$ cat src/rtl/supervisor_consts.svh
// constants for the protected-mode supervisor: address windows, overlay pages, sizes
// assumes inclusion by the package, the supervisor modules and their assertions only
`ifndef SUPERVISOR_CONSTS_SVH
`define SUPERVISOR_CONSTS_SVH
`define PADDR_W          14
`define OVL_W            4
`define DADDR_W          14
`define PROT_PLO         14'h2001
`define PROT_PHI         14'h3fff
`define GATE_ADDR        14'h2000
`define PROT_POVL_LO     4'hc
`define PROT_POVL_HI     4'hf
`define GATE_OVL         4'hf
`define PROT_DLO         14'h0000
`define PROT_DHI         14'h17ff
`define PROT_DOVL        4'hf
`define PAGE_SHIFT       10
`define PAGE_CNT         16
`define PAGE_IDX_W       4
`define ERASE_CYCLES     5'h10
`define ERASE_CNT_W      5
`define MAX_NEST         2'h1
`endif

$ cat src/rtl/supervisor_pkg.sv
// types shared by the supervisor, its assertions, the core model and the bench
// assumes supervisor_consts.svh is in the include path
`include "supervisor_consts.svh"
package supervisor_pkg;
	typedef enum logic [1:0] {
		FLOW_SEQ,
		FLOW_JUMP,
		FLOW_CALL,
		FLOW_RTI
	} flow_t;

	typedef struct packed {
		logic                   valid;
		logic [`PADDR_W-1:0]    addr;
		logic [`OVL_W-1:0]      ovl;
		flow_t                  flow;
	} fetch_t;

	typedef struct packed {
		logic                   valid;
		logic [`DADDR_W-1:0]    addr;
		logic [`OVL_W-1:0]      ovl;
	} data_t;

	typedef struct packed {
		logic [`OVL_W-1:0]      ovl;
		logic [`PADDR_W-1:0]    addr;
	} resume_t;

	typedef enum logic [1:0] {
		MODE_USER,
		MODE_PRIV,
		MODE_ERASE
	} mode_t;
endpackage

$ cat src/rtl/claim_map.sv
// protection claim map: one bit per 1K page of internal program and data ram
// assumes single clock, async active-high reset; read data registered
`timescale 1ns/100ps
`include "supervisor_consts.svh"
module claim_map (
	input  wire logic                     clk,
	input  wire logic                     rst,
	input  wire logic                     clear,
	input  wire logic                     wr_en,
	input  wire logic                     wr_is_data,
	input  wire logic [`PAGE_IDX_W-1:0]   wr_page,
	input  wire logic                     wr_claim,
	input  wire logic [`PAGE_IDX_W-1:0]   rd_ppage,
	input  wire logic [`PAGE_IDX_W-1:0]   rd_dpage,
	output logic                          rd_pclaim,
	output logic                          rd_dclaim
);
	logic [`PAGE_CNT-1:0] pmap_q;
	logic [`PAGE_CNT-1:0] dmap_q;

	genvar g;
	generate
		for (g = 0; g < `PAGE_CNT; g = g + 1) begin : g_page
			wire hit = wr_en && (wr_page == `PAGE_IDX_W'(g));
			always_ff @(posedge clk or posedge rst) begin
				if (rst) begin
					pmap_q[g] <= 1'b0;
					dmap_q[g] <= 1'b0;
				end else if (clear) begin
					pmap_q[g] <= 1'b0;
					dmap_q[g] <= 1'b0;
				end else if (hit) begin
					if (wr_is_data) begin
						dmap_q[g] <= wr_claim;
					end else begin
						pmap_q[g] <= wr_claim;
					end
				end
			end
		end
	endgenerate

	always_ff @(posedge clk or posedge rst) begin
		if (rst) begin
			rd_pclaim <= 1'b0;
			rd_dclaim <= 1'b0;
		end else begin
			rd_pclaim <= pmap_q[rd_ppage];
			rd_dclaim <= dmap_q[rd_dpage];
		end
	end
endmodule

$ cat src/rtl/secure_mode_supervisor.sv
// protected-mode supervisor: gate entry, exit on branch, violation reset, nesting
// assumes core fetch/data strobes on SYS_CLK, one cycle per instruction
`timescale 1ns/100ps
`include "supervisor_consts.svh"
// How it works
// - user-mode access to program 2001-3fff or program overlay c-f starts an erasing reset.
// - user-mode access to data 0000-17ff or data overlay f starts an erasing reset.
// - privileged mode is entered only by call, jump or step to 2000 with overlay f.
// - a privileged branch into unprotected program space returns to user mode from the outer level; a nested level drops one level.
// - emulator bus requests are synchronized in every mode but granted only in user mode.
// - interrupts are held off while protected code flags a sensitive move.
// - privileged mode nests at most one level, from an interrupt handler.
// - an interrupt vector into user space while nested starts an erasing reset.
// - return from interrupt of privileged code must hit the saved address and overlay.
// - privileged code claims 1K pages of program and data ram, shielded from user mode.
// - register erase is signalled whenever the supervisor causes or handles a reset.
// - interrupt enable and mask state are readable on a read-only port.
// - the 16K word privileged rom is mapped into program space and selected here.
// - the 4K scratch ram is selected only for privileged accesses.
module secure_mode_supervisor (
	input  wire logic                      SYS_CLK,
	input  wire logic                      RST,
	input  wire supervisor_pkg::fetch_t    FETCH,
	input  wire supervisor_pkg::data_t     DATA,
	input  wire logic                      IRQ_TAKEN,
	input  wire logic                      IRQ_VEC_USER,
	input  wire logic                      IRQ_PENDING,
	input  wire logic                      SENSITIVE_MOVE,
	input  wire logic                      EMU_BUS_REQ,
	input  wire logic                      CLAIM_WR,
	input  wire logic                      CLAIM_IS_DATA,
	input  wire logic [`PAGE_IDX_W-1:0]    CLAIM_PAGE,
	input  wire logic                      CLAIM_SET,
	input  wire logic                      INT_ENABLE,
	input  wire logic [11:0]               INT_MASK,
	output logic                           PRIV_MODE,
	output logic                           VIOLATION_RESET,
	output logic                           ERASE_REGS,
	output logic                           EMU_BUS_GRANT,
	output logic                           IRQ_ALLOW,
	output logic                           ROM_SEL,
	output logic                           SCRATCH_SEL,
	output logic [12:0]                    INT_STATE,
	output logic [1:0]                     NEST_DEPTH
);
	supervisor_pkg::mode_t    mode_q, mode_d;
	logic [1:0]               nest_q, nest_d;
	supervisor_pkg::resume_t  save_q [0:1];
	logic [1:0]               isr_q, isr_d;
	logic [`ERASE_CNT_W-1:0]  erase_cnt_q;
	logic                     emu_s1_q, emu_s2_q;

	wire priv = (mode_q == supervisor_pkg::MODE_PRIV);
	wire user = (mode_q == supervisor_pkg::MODE_USER);

	// program space decode from 2000 for the exit check; the user check decodes from 2001
	function automatic logic prot_prog(input logic [`PADDR_W-1:0] a,
		input logic [`OVL_W-1:0] o);
		prot_prog = (a >= `GATE_ADDR && a <= `PROT_PHI) ||
			(o >= `PROT_POVL_LO && o <= `PROT_POVL_HI);
	endfunction

	wire at_gate    = FETCH.valid && FETCH.addr == `GATE_ADDR && FETCH.ovl == `GATE_OVL &&
		FETCH.flow != supervisor_pkg::FLOW_RTI;
	wire fetch_prot = prot_prog(FETCH.addr, FETCH.ovl);
	wire fetch_bad  = FETCH.valid && ((FETCH.addr >= `PROT_PLO && FETCH.addr <= `PROT_PHI) ||
		(FETCH.ovl >= `PROT_POVL_LO && FETCH.ovl <= `PROT_POVL_HI));
	wire data_bad   = DATA.valid && ((DATA.addr <= `PROT_DHI) || (DATA.ovl == `PROT_DOVL));
	wire p_page_bad;
	wire d_page_bad;
	logic fetch_v_q, data_v_q;

	claim_map u_claim (
		.clk        (SYS_CLK),
		.rst        (RST),
		.clear      (mode_q == supervisor_pkg::MODE_ERASE),
		.wr_en      (CLAIM_WR && priv),
		.wr_is_data (CLAIM_IS_DATA),
		.wr_page    (CLAIM_PAGE),
		.wr_claim   (CLAIM_SET),
		.rd_ppage   (FETCH.addr[`PADDR_W-1:`PAGE_SHIFT]),
		.rd_dpage   (DATA.addr[`DADDR_W-1:`PAGE_SHIFT]),
		.rd_pclaim  (p_page_bad),
		.rd_dclaim  (d_page_bad)
	);

	// claim lookup is registered, so claimed pages trip one cycle late
	wire claim_bad  = user && ((fetch_v_q && p_page_bad) || (data_v_q && d_page_bad));
	wire is_branch  = FETCH.valid && (FETCH.flow == supervisor_pkg::FLOW_JUMP ||
		FETCH.flow == supervisor_pkg::FLOW_CALL);
	wire rti        = FETCH.valid && FETCH.flow == supervisor_pkg::FLOW_RTI;
	wire rti_priv   = rti && isr_q != 2'h0;
	wire top_lvl    = (isr_q == 2'h2);
	wire rti_ok     = FETCH.addr == save_q[top_lvl].addr &&
		FETCH.ovl == save_q[top_lvl].ovl;
	wire enter      = user && at_gate;
	wire nest_enter = priv && at_gate && isr_q != 2'h0 && nest_q == `MAX_NEST;
	wire nest_over  = priv && at_gate && isr_q != 2'h0 && nest_q > `MAX_NEST;
	wire user_hit   = user && !at_gate && (fetch_bad || data_bad);
	wire vec_bad    = priv && IRQ_TAKEN && IRQ_VEC_USER && nest_q > `MAX_NEST;
	wire ret_bad    = rti_priv && !rti_ok;
	wire violation  = user_hit || claim_bad || vec_bad || ret_bad || nest_over;
	wire leave      = priv && is_branch && !fetch_prot && !(IRQ_TAKEN);

	always_comb begin
		mode_d = mode_q;
		nest_d = nest_q;
		isr_d  = isr_q;
		case (mode_q)
			supervisor_pkg::MODE_USER: begin
				if (violation) begin
					mode_d = supervisor_pkg::MODE_ERASE;
				end else if (enter) begin
					mode_d = supervisor_pkg::MODE_PRIV;
					nest_d = 2'h1;
				end
			end
			supervisor_pkg::MODE_PRIV: begin
				if (violation) begin
					// depth drops at once so no nested level outlives the erase
					mode_d = supervisor_pkg::MODE_ERASE;
					nest_d = 2'h0;
					isr_d  = 2'h0;
				end else if (IRQ_TAKEN) begin
					isr_d = isr_q + 2'h1;
				end else if (nest_enter) begin
					nest_d = nest_q + 2'h1;
				end else if (rti_priv) begin
					isr_d  = isr_q - 2'h1;
					nest_d = (isr_q == 2'h2) ? nest_q : nest_q;
				end else if (leave) begin
					if (nest_q > 2'h1) begin
						nest_d = nest_q - 2'h1;
					end else begin
						mode_d = supervisor_pkg::MODE_USER;
						nest_d = 2'h0;
						isr_d  = 2'h0;
					end
				end
			end
			default: begin
				if (erase_cnt_q == `ERASE_CYCLES) begin
					mode_d = supervisor_pkg::MODE_USER;
					nest_d = 2'h0;
					isr_d  = 2'h0;
				end
			end
		endcase
	end

	always_ff @(posedge SYS_CLK or posedge RST) begin
		if (RST) begin
			mode_q <= supervisor_pkg::MODE_ERASE;
		end else begin
			mode_q <= mode_d;
		end
	end

	always_ff @(posedge SYS_CLK or posedge RST) begin
		if (RST) begin
			nest_q <= 2'h0;
		end else begin
			nest_q <= nest_d;
		end
	end

	always_ff @(posedge SYS_CLK or posedge RST) begin
		if (RST) begin
			isr_q <= 2'h0;
		end else begin
			isr_q <= isr_d;
		end
	end

	// resume point of each interrupted privileged level
	always_ff @(posedge SYS_CLK or posedge RST) begin
		if (RST) begin
			save_q[0] <= '0;
			save_q[1] <= '0;
		end else if (mode_q == supervisor_pkg::MODE_ERASE) begin
			save_q[0] <= '0;
			save_q[1] <= '0;
		end else if (priv && IRQ_TAKEN && isr_q < 2'h2) begin
			save_q[isr_q[0]] <= {FETCH.ovl, FETCH.addr};
		end
	end

	// erase lasts a fixed window so the core sees a clean reset pulse
	always_ff @(posedge SYS_CLK or posedge RST) begin
		if (RST) begin
			erase_cnt_q <= '0;
		end else if (mode_q == supervisor_pkg::MODE_ERASE) begin
			erase_cnt_q <= erase_cnt_q + `ERASE_CNT_W'(1);
		end else begin
			erase_cnt_q <= '0;
		end
	end

	// emulator request is asynchronous to the core
	always_ff @(posedge SYS_CLK or posedge RST) begin
		if (RST) begin
			emu_s1_q <= 1'b0;
			emu_s2_q <= 1'b0;
		end else begin
			emu_s1_q <= EMU_BUS_REQ;
			emu_s2_q <= emu_s1_q;
		end
	end

	always_ff @(posedge SYS_CLK or posedge RST) begin
		if (RST) begin
			fetch_v_q <= 1'b0;
		end else begin
			fetch_v_q <= FETCH.valid;
		end
	end

	always_ff @(posedge SYS_CLK or posedge RST) begin
		if (RST) begin
			data_v_q <= 1'b0;
		end else begin
			data_v_q <= DATA.valid;
		end
	end

	wire erase_next  = (mode_d == supervisor_pkg::MODE_ERASE);
	wire priv_next   = (mode_d == supervisor_pkg::MODE_PRIV);
	// grant follows the next mode, so it never shares the first privileged cycle
	wire grant_ok    = emu_s2_q && (mode_d == supervisor_pkg::MODE_USER);
	wire irq_ok      = !erase_next && !(priv && SENSITIVE_MOVE);
	wire rom_hit     = FETCH.valid && FETCH.ovl == `GATE_OVL && !user_hit;
	wire scratch_hit = DATA.valid && priv && DATA.ovl == `PROT_DOVL;

	// one short register per output keeps each reset value beside its source
	always_ff @(posedge SYS_CLK or posedge RST) begin
		if (RST) begin
			PRIV_MODE <= 1'b0;
		end else begin
			PRIV_MODE <= priv_next;
		end
	end

	always_ff @(posedge SYS_CLK or posedge RST) begin
		if (RST) begin
			VIOLATION_RESET <= 1'b1;
		end else begin
			VIOLATION_RESET <= erase_next;
		end
	end

	always_ff @(posedge SYS_CLK or posedge RST) begin
		if (RST) begin
			ERASE_REGS <= 1'b1;
		end else begin
			ERASE_REGS <= erase_next;
		end
	end

	always_ff @(posedge SYS_CLK or posedge RST) begin
		if (RST) begin
			EMU_BUS_GRANT <= 1'b0;
		end else begin
			EMU_BUS_GRANT <= grant_ok;
		end
	end

	always_ff @(posedge SYS_CLK or posedge RST) begin
		if (RST) begin
			IRQ_ALLOW <= 1'b0;
		end else begin
			IRQ_ALLOW <= irq_ok;
		end
	end

	always_ff @(posedge SYS_CLK or posedge RST) begin
		if (RST) begin
			ROM_SEL <= 1'b0;
		end else begin
			ROM_SEL <= rom_hit;
		end
	end

	always_ff @(posedge SYS_CLK or posedge RST) begin
		if (RST) begin
			SCRATCH_SEL <= 1'b0;
		end else begin
			SCRATCH_SEL <= scratch_hit;
		end
	end

	always_ff @(posedge SYS_CLK or posedge RST) begin
		if (RST) begin
			INT_STATE <= '0;
		end else begin
			INT_STATE <= {INT_ENABLE, INT_MASK};
		end
	end

	always_ff @(posedge SYS_CLK or posedge RST) begin
		if (RST) begin
			NEST_DEPTH <= 2'h0;
		end else begin
			NEST_DEPTH <= nest_d;
		end
	end
endmodule

$ cat config.mk
export PLATFORM = sky130hd
export DESIGN_NAME = secure_mode_supervisor
export DESIGN_NICKNAME = d
export VERILOG_FILES = /design/src/rtl/supervisor_pkg.sv /design/src/rtl/claim_map.sv /design/src/rtl/secure_mode_supervisor.sv
export VERILOG_INCLUDE_DIRS = /design/src /design/src/rtl
export SDC_FILE = /design/constraint.sdc
export NUM_CORES = 1
export LEC_CHECK = 0
export BUFFER_PORTS_ARGS = -buffer_cell sky130_fd_sc_hd__buf_2
export CORE_MARGIN = 1.5
export CORE_UTILIZATION = 55
export CTS_BUF_LIST = sky130_fd_sc_hd__clkbuf_4
export CTS_CLUSTER_SIZE = 14
export DETAILED_ROUTE_END_ITERATION = 7
export GPL_ROUTABILITY_DRIVEN = 0
export PLACE_DENSITY = 0.89
export SKIP_CTS_REPAIR_TIMING = 1
export SYNTH_ARGS = -nofsm -noshare
export SYNTH_HDL_FRONTEND = slang
export SYNTH_SLANG_ARGS = --single-unit
$ cat constraint.sdc
create_clock -name SYS_CLK -period 5.8 [get_ports SYS_CLK]
set_input_delay 0.29 -clock SYS_CLK [delete_from_list [all_inputs] [get_ports SYS_CLK]]
set_output_delay 0.29 -clock SYS_CLK [all_outputs]
set_load 0.01 [all_outputs]
; After elaboration in Yosys (flattened, before gate mapping)
; Cells that the tools add are included.
[totals]
input_bits = 67
out_inout_bits = 22
word_cells = 350
reg_bits = 104
[classes]
n_lt_le_gt_ge = 13
muxes = 106
n_bitwise = 3
eq_ne = 40
add_sub_neg = 5
reduce_logical = 130
[ops]
columns = cell, count
row1 = 18-bit 2-to-1 mux, 4
row2 = 36-bit 2-to-1 mux, 2
row3 = 1-bit 2-to-1 mux, 68
row4 = 2-bit AND reduction, 32
row5 = 1-bit logical AND, 55
row6 = 2-bit 2-to-1 mux, 24
row7 = 4-bit equality test (second input constant), 10
row8 = 2-bit nonzero test, 20
row9 = 36-bit bitwise mux, 1
row10 = 14-bit greater-or-equal comparator (second input constant), 2
row11 = 18-bit demux with 1-bit select, 1
row12 = 4-bit by 3-bit equality test with 1-bit output (second input constant), 4
row13 = 14-bit equality test, 1
row14 = 14-bit equality test (second input constant), 1
row15 = 14-bit by 13-bit <= comparator with 1-bit output (second input constant), 1
row16 = 14-bit <= comparator (second input constant), 1
row17 = 2-bit case mux with 2 select lines, 3
row18 = 2-bit equality test (second input constant), 5
row19 = 1-bit logical OR, 10
row20 = 4-bit by 5-bit < comparator with 1-bit output (second input constant), 2
row21 = 1-bit binary-select mux with 4-bit select, 2
row22 = 2-bit by 1-bit equality test with 1-bit output (second input constant), 4
row23 = 4-bit by 2-bit equality test with 1-bit output (second input constant), 2
row24 = 1-bit logical NOT, 7
row25 = 28 further kinds, 35

; Logic depth before layout (Yosys ltp)
; Gate-level depths: netlist (run 1).
[logic_depth]
depth_word = 16
mapped_depth = 10
depth_no_buf = 8

; By module
; A second synthesis (run 1) with hierarchy kept.
[unflattened]
cells_unflattened = 537
hier_area_um2 = 5401.4
[modules_own_cells]
columns = mod, cells_per_inst, seq_area_each_um2, instances, area_each_um2
row1 = secure_mode_supervisor, 355, 1754.2, 1, 3519.6
row2 = claim_map, 182, 850.8, 1, 1881.8

; Worst setup path after synthesis (run 1)
; No wires, ideal clock.
[synth_timing]
kind = register -> register
startpoint = register isr_q[0]
endpoint = register mode_q[0]
synth_period_minus_slack_ns = 2.135
t_arrival_ns = 2.010
required_ns = 5.675
n_path_buf = 2
setup_time_ns = 0.125
slack_ns = 3.665
stages_incl_launch_ff = 11
path_cell_list = dfrtp_1 inv_1 ha_1 buf_6 buf_12 mux2i_1 xnor2_1 nor4_1 and3_2 o211a_4 a2bb2o_1
[synth_via]
elab_chain_cells = 13
elab_cells_between_ends = 23
cone_classes = eq/ne: 3 / mux: 9 / bitwise: 1 / reduce/logical: 10
[synth_rtl]
columns = item, line_no
row1 = "start, declared", secure_mode_supervisor.sv:49  ; logic [1:0] isr_q, isr_d;
row2 = "start signal, assigned", secure_mode_supervisor.sv:171  ; isr_q <= isr_d;
row3 = 2-bit equality test, -
row4 = 1-bit NOT with 2-bit output (implied by the code), "secure_mode_supervisor.sv:94, secure_mode_supervisor.sv:95"
row5 = 18-bit 2-to-1 mux (implied by the code) (3 in series), secure_mode_supervisor.sv:95  ; FETCH.ovl == save_q[top_lvl].ovl;
row6 = 14-bit equality test or 4-bit equality test (tied branches), "secure_mode_supervisor.sv:94, secure_mode_supervisor.sv:95"
row7 = 1-bit logical AND, secure_mode_supervisor.sv:94  ; wire rti_ok = FETCH.addr == save_q[top_lvl].addr &&
row8 = 1-bit logical NOT, secure_mode_supervisor.sv:101  ; wire ret_bad = rti_priv && !rti_ok;
row9 = 1-bit logical AND, secure_mode_supervisor.sv:101
row10 = 1-bit logical OR (2 in series), secure_mode_supervisor.sv:102  ; wire violation = user_hit || claim_bad || vec_bad || ret_bad || nest_over;
row11 = "2-bit 2-to-1 mux, on equally long branches", "secure_mode_supervisor.sv:119, secure_mode_supervisor.sv:111"
row12 = 2-bit case mux with 2 select lines *, secure_mode_supervisor.sv:109  ; case (mode_q)
row13 = named net mode_d[0], secure_mode_supervisor.sv:46  ; supervisor_pkg::mode_t mode_q, mode_d;
row14 = "end signal, assigned", secure_mode_supervisor.sv:153  ; mode_q <= supervisor_pkg::MODE_ERASE;
row15 = "end signal, assigned", secure_mode_supervisor.sv:155  ; mode_q <= mode_d;
row16 = "end, declared", secure_mode_supervisor.sv:46
; Mark *: on every way through the listed nets, which the timed path passes. The rest lies on a longest branch. The select of a mux whose other input is x is not followed.
; A chain may end at the register's enable or synchronous reset.

; Worst setup path after layout (run 1)
[layout_timing]
startpoint = register isr_q[0]
endpoint = register NEST_DEPTH[1]
[layout_via]
elab_chain_cells = 13
elab_cells_between_ends = 26
cone_classes = eq/ne: 7 / mux: 7 / bitwise: 1 / reduce/logical: 11
[layout_rtl]
columns = item, line_no
row1 = 2-bit equality test, -
row2 = 1-bit NOT with 2-bit output (implied by the code), "secure_mode_supervisor.sv:94, secure_mode_supervisor.sv:95"
row3 = 18-bit 2-to-1 mux (implied by the code) (3 in series), secure_mode_supervisor.sv:95
row4 = 14-bit equality test or 4-bit equality test (tied branches), "secure_mode_supervisor.sv:94, secure_mode_supervisor.sv:95"
row5 = 1-bit logical AND, secure_mode_supervisor.sv:94
row6 = 1-bit logical NOT, secure_mode_supervisor.sv:101
row7 = 1-bit logical AND, secure_mode_supervisor.sv:101
row8 = 1-bit logical OR (2 in series), secure_mode_supervisor.sv:102
row9 = "4-bit by 1-bit inequality test with 1-bit output (no line), or another cell as far along", -
row10 = 6-bit AND reduction (no line) or 2-bit case mux with 2 select lines (tied branches), -
row11 = "end signal, assigned", secure_mode_supervisor.sv:303  ; NEST_DEPTH <= nest_d;
row12 = "end, declared", secure_mode_supervisor.sv:44  ; output logic [1:0] NEST_DEPTH
; Several ways; a longest one is shown, not always the timed one. The select of a mux whose other input is x is not followed.

==> impl_metrics.yaml, run 1 <==
cells_and_area:
  post-route-util_pct: 65.1
  drive_gt1_share_pct: 20.7
  area_growth_pct: 14.4
  seqCellArea_sq_um: 2610
  fillers: 728
  final_nets: 694
  antenna_cells: 0
  finish.instance_area_sq_um: 6050
  multi_input_area_sq_um: 2490
timing:
  fin_skew_ns: 0.0311
  setup_tns_ns: 0
  min_period_over_period_pct: 52.7
  rsz0062_at_grt: "false"
  tightest_slew_ns: 1.13
  hold_violations: 0
  fmax_mhz: 327
  slew_violations: 0
  fin_ws_ns: 2.75
  setup_violations: 0
  slew_headroom_pct: 24.9
  period_needed_ns: 3.05
critical_path:
  cp_data_required_time_ns: 6.17
  cp.arrival_ns: 3.43
  r2r_start: "isr_q[0]$_DFFE_PP0P_"
  worst-setup-path-type: "reg2reg"
  reg2reg_to: "NEST_DEPTH[1]$_DFFE_PP0P_"
  cp_slowest_cell: "ha_1"
  path_cells: "inv_1, ha_1, mux2i_1, xor2_1, nand4_1, nor4bb_1, a21oi_1, a21oi_1"
  cpPeakStageDelay_ns: 0.92
  cp_max_fo: 18
  path_common_cell: "a21oi_1"
  end_kind: "flop"
  r2r_cells: 8
  critPathLaunchType: "flop"
  ff2ff_setup_slack_ns: 2.75
global_routing:
  grt_overflow: 0
  antenna_found_initial: 0
  grt_usage_pct: 23.9
  grt_max_degree: 82
  first_global_vias: 4074
  grt_pass1_wl_microns: 19300
clock_tree:
  path_clk_slew_ns: 0.18
  cts_tree: "built"
  cts-root-buf: "clkbuf_4"
  clk_latency_ns: 0.47
  cts_num_sinks: 104
  numCtsBuffers: 9
  h-tree-depth: 3
  clk_path_buf_depth: 2
yosys:
  synth_enable_flop_cells: 0
  synth_area_leaders: "dfrtp_1, nand2_1, mux2i_1"
  syn_nets: 616
  synth_top_area_cell: "dfrtp_1"
  yosysSeqAreaShare_pct: 49.3
  synthCells: 541
  synth_commonest_cells: "nand2_1, dfrtp_1, o21ai_0"
  ys_types: 55
  synth_flop_cell: "dfrtp_1"
  synth_seq_cells: 104
  syn_avg_cell_area_sq_um: 9.78
  syn-cell-area_sq_um: 5290
  yosys_warnings: 0
  async_flop_share_pct: 100
  synth_top_area_share_pct: 48.3
  synth_most_common_cell: "nand2_1"
min_path:
  hold_end: "save_q[19]$_DFFE_PP0P_"
  hp-class: "in2reg"
  hp-start: "FETCH[7]"
  hold_depth: 3
route:
  wl_per_cell_microns: 16.6
  drt_iter0_markers: 271
  drtPass1Iterations: 5
  totalWireLength_microns: 12500
  ant_nets: 0
  viasPerCell: 5.72
  vias: 4306
  drc_errors: 0
place:
  io_buffer_count: 77
  placed_area_sq_um: 5720
  dp_hpwl_microns: 8130
  pre_cts_slack_ns: 2.85
die:
  core_area_sq_um: 9280
  floorplan.initialDensity_pct: 57.0
  die_h_microns: 101
  core.rowCount: 35
  io_pins: 89
  die_area_sq_um: 10200
  die_width_microns: 101
run_status:
  status: "finished clean"
power:
  p_leak_nw: 2.64
  ir_worst_vdd_mv: 0.118
  power_density_nw_per_um2: 201
job:
  drv_cap: 0
per-stage QoR:
stage               power (mW)  hold slack [ns]  std cells
CTS                       1.20           -0.253        736
global placement         0.832            0.262        720
floorplan                0.792            0.321        541
global route              1.26           0.0634        753
detailed placement       0.834            0.270        720
finish                    1.21           0.0797        753
how the worst max path moves through the flow:
| stage | cells past startpoint | endpoint | slack (ns) | start |
|---|---|---|---|---|
| 2_1_floorplan | 1 | EMU_BUS_GRANT$_DFF_PP0_ | 2.78 | RST |
| 3_3_place_gp | 8 | EMU_BUS_GRANT$_DFF_PP0_ | 2.89 | isr_q[0]$_DFFE_PP0P_ |
| 3_5_place_dp | 8 | EMU_BUS_GRANT$_DFF_PP0_ | 2.85 | isr_q[0]$_DFFE_PP0P_ |
| 4_1_cts | 8 | NEST_DEPTH[0]$_DFFE_PP0P_ | 2.80 | isr_q[0]$_DFFE_PP0P_ |
| 5_1_grt | 8 | NEST_DEPTH[1]$_DFFE_PP0P_ | 2.58 | isr_q[0]$_DFFE_PP0P_ |
| 6_report | 8 | NEST_DEPTH[1]$_DFFE_PP0P_ | 2.75 | isr_q[0]$_DFFE_PP0P_ |
layer usage:
| layer | GRT usage (%) | routed length (microns) | vias up |
|---|---|---|---|
| li1 | - | - | 2036 |
| met2 | 40.0 | 6640 | 141 |
| met3 | 5.06 | 641 | 23 |
| met5 | 0 | 0 | - |
| met4 | 7.48 | 199 | 0 |
| met1 | 31.4 | 4990 | 2106 |
cells by family (layout without fill, tap and decap cells):
family	after synthesis	after routing	synth area share, %
buf+inv	42	125	3.88
fa+ha+maj	8	8	1.89
xor+xnor	21	21	3.48
flops	104	104	49.3
simple gates	226	226	20.3
compound gates	99	99	11.1
mux	41	41	10.1
sequential cells by signal, summed over array words and instances (netlist names), 2 cells and up:
register,cells
NEST_DEPTH,2
INT_STATE,13
save_q,36
isr_q,2
u_claim.dmap_q,16
mode_q,2
u_claim.pmap_q,16
erase_cnt_q,5
cell usage in the layout, fill, tap and decap left out, types with 3 or more instances in the layout:
cell / count
nand2_1: 104
dfrtp_1: 102
buf_2: 77
o21ai_0: 53
nor2_1: 49
mux2i_1: 31
a21oi_1: 24
dlygate4sd3_1: 17
nand3_1: 15
xnor2_1: 13
mux4_2: 10
clkbuf_4: 9
inv_1: 8
xor2_1: 8
ha_1: 8
nor3_1: 7
nand4_1: 6
buf_4: 6
nand3b_1: 5
nor2b_1: 4
nand2b_1: 3
nor4_1: 3
and4_1: 3
a31oi_1: 3
nor3b_1: 3
clkinv_8: 3
power breakdown:
part / switching (mW) / leakage [nW] / total (mW) / internal (mW)
combinational: 0.0592 / 1.35 / 0.0978 / 0.0386
clock: 0.276 / 0.0809 / 0.381 / 0.105
sequential: 0.00265 / 1.21 / 0.735 / 0.732
total: 0.338 / 2.64 / 1.21 / 0.875
worst max-delay path, delay by kind of cell, from the launching register on:
family | cells | cell delay (ns)
fa+ha+maj | 1 | 0.92
simple gates | 2 | 0.57
flops | 1 | 0.45
compound gates | 2 | 0.33
mux | 1 | 0.32
xor+xnor | 1 | 0.24
buf+inv | 1 | 0.13
cell type report:
class                   instances  share of cell area [%]
repair buffers                100                    9.93
well taps                     129                    2.67
flip-flops and latches        104                    43.1
clock inverters                 7                    1.43
inverters                       9                   0.600
clock buffers                   9                    1.12
multi-input cells             395                    41.2
Note: power is estimated with default switching activity, not from simulation.
==> inputs of run 2 (changes only) <==
Settings changed: CORE_UTILIZATION 55 to 53, PLACE_DENSITY 0.89 to 0.9.
Clock period 5.8 ns to 2.8 ns, I/O delays scaled along.
==> impl_metrics.yaml, run 2 (synthesis results as in run 1) <==
run_status:
  status: "complete, but fails checks"
  violations: "hold timing"
critical_path:
  cp.arrival_ns: 2.84
  cp_slowest_cell: "dfrtp_1"
  path_buf_inv: 2
  cpPeakStageDelay_ns: 0.45
  cp_max_fo: 18
  cp_data_required_time_ns: 3.20
  path_cells: "inv_1, ha_1, buf_12, mux2i_1, xnor2_1, nor4_1, and3_2, o211a_4, a32o_1"
  critPathTopFamily: "simple AND/OR/NAND/NOR gates"
  worst-setup-path-type: "reg2reg"
  critPathLaunchType: "flop"
  end_kind: "flop"
die:
  floorplan.initialDensity_pct: 54.4
  die_h_microns: 103
  die_width_microns: 103
  core.rowCount: 36
  io_pins: 89
  core_area_sq_um: 9730
  die_area_sq_um: 10600
power:
  p_total_mw: 2.46
  netSwitchingPower_uw: 628
  ir_worst_vdd_mv: 0.230
  switching_share_pct: 25.5
  pwr-share-comb_pct: 9.4
  clkPwrFrac_pct: 28.8
  p_leak_nw: 2.73
  power_density_nw_per_um2: 392
  intPower_mw: 1.83
  pwr-share-seq_pct: 61.8
route:
  drt_iter0_markers: 267
  wl_per_cell_microns: 16.6
  drc_errors: 0
  drtPass1Iterations: 5
  ant_nets: 0
  totalWireLength_microns: 13000
  viasPerCell: 5.76
  vias: 4501
clock_tree:
  cts_tree: "built"
  path_clk_slew_ns: 0.17
  h-tree-depth: 3
  cts-root-buf: "clkbuf_4"
  numCtsBuffers: 9
  clk_latency_ns: 0.47
  cts_num_sinks: 104
  clk_path_buf_depth: 2
cells_and_area:
  area_growth_pct: 18.7
  layout_commonest_cell: "nand2_1"
  antenna_cells: 0
  final_cell_mix: "nand2_1, dfrtp_1, buf_2"
  post-route-util_pct: 64.5
  regMostFlops: "save_q"
  seqCellArea_sq_um: 2610
  largest_reg_flops: 36
  largestRegisters: "save_q x36, u_claim.dmap_q x16, u_claim.pmap_q x16"
  drive_gt1_share_pct: 20.8
  final_nets: 719
  finish.instance_area_sq_um: 6280
  fillers: 784
  multi_input_area_sq_um: 2490
global_routing:
  grt_max_degree: 51
  grt_usage_pct: 23.6
  grt_pass1_wl_microns: 19200
  first_global_vias: 4138
  antenna_found_initial: 0
  grt_overflow: 0
timing:
  fin_ws_ns: 0.368
  period_needed_ns: 2.43
  fmax_mhz: 411
  tightest_slew_ns: 0.815
  min_period_over_period_pct: 86.9
  hold_violations: 1
  slew_violations: 0
  rsz0062_at_grt: "false"
  slew_headroom_pct: 45.6
  fin_skew_ns: 0.0305
  setup_tns_ns: 0
  hold_ws_ns: -0.00902
  setup_violations: 0
place:
  io_buffer_count: 77
  dp_hpwl_microns: 8470
  pre_cts_slack_ns: 0.441
  placed_area_sq_um: 5800
job:
  drv_cap: 0
min_path:
  hp-class: "in2reg"
## run 2: stage by stage
step | std cells | hold slack, ns
after floorplan | 541 | 0.171
after global placement | 730 | 0.248
after detailed placement | 730 | 0.250
after CTS | 746 | -0.246
after global routing | 782 | -0.0158
final | 782 | -0.00902
## run 2: worst paths after layout
check | startpoint | endpoint | slack [ns] | depth (start not counted)
min in group asynchronous | RST | u_claim.dmap_q[2]$_DFFE_PP0P_ | 0.35 | 3
hold / removal | DATA[17] | u_claim.rd_dclaim$_DFF_PP0_ | -0.009 | 2
hold reg to reg | emu_s1_q$_DFF_PP0_ | emu_s2_q$_DFF_PP0_ | 0.38 | 0
setup reg to reg | isr_q[0]$_DFFE_PP0P_ | isr_q[0]$_DFFE_PP0P_ | 0.37 | 9
setup / recovery | isr_q[0]$_DFFE_PP0P_ | isr_q[0]$_DFFE_PP0P_ | 0.37 | 9
max in group asynchronous | RST | mode_q[1]$_DFF_PP1_ | 1.64 | 4
## run 2: area by class of cell
type | instances | area share, %
multi-input cells | 395 | 39.7
clock buffers | 12 | 1.43
repair buffers | 125 | 13.7
flip-flops and latches | 104 | 41.5
inverters | 9 | 0.598
well taps | 133 | 2.65
clock inverters | 4 | 0.458
## run 2: per-layer routing
metal,global-route usage [%],wire length (microns),up-vias
met5,0,0,-
met4,10.7,398,0
met3,4.07,776,38
met2,40.6,6730,193
met1,29.2,5080,2191
li1,-,-,2079
## run 2: power by group through the flow
stage,registers [mW],logic (mW),clock network [mW]
after floorplan,1.55,0.0875,0
after global placement,1.55,0.181,0
after detailed placement,1.55,0.187,0
after CTS,1.52,0.188,0.718
after global routing,1.52,0.252,0.778
final,1.52,0.230,0.709
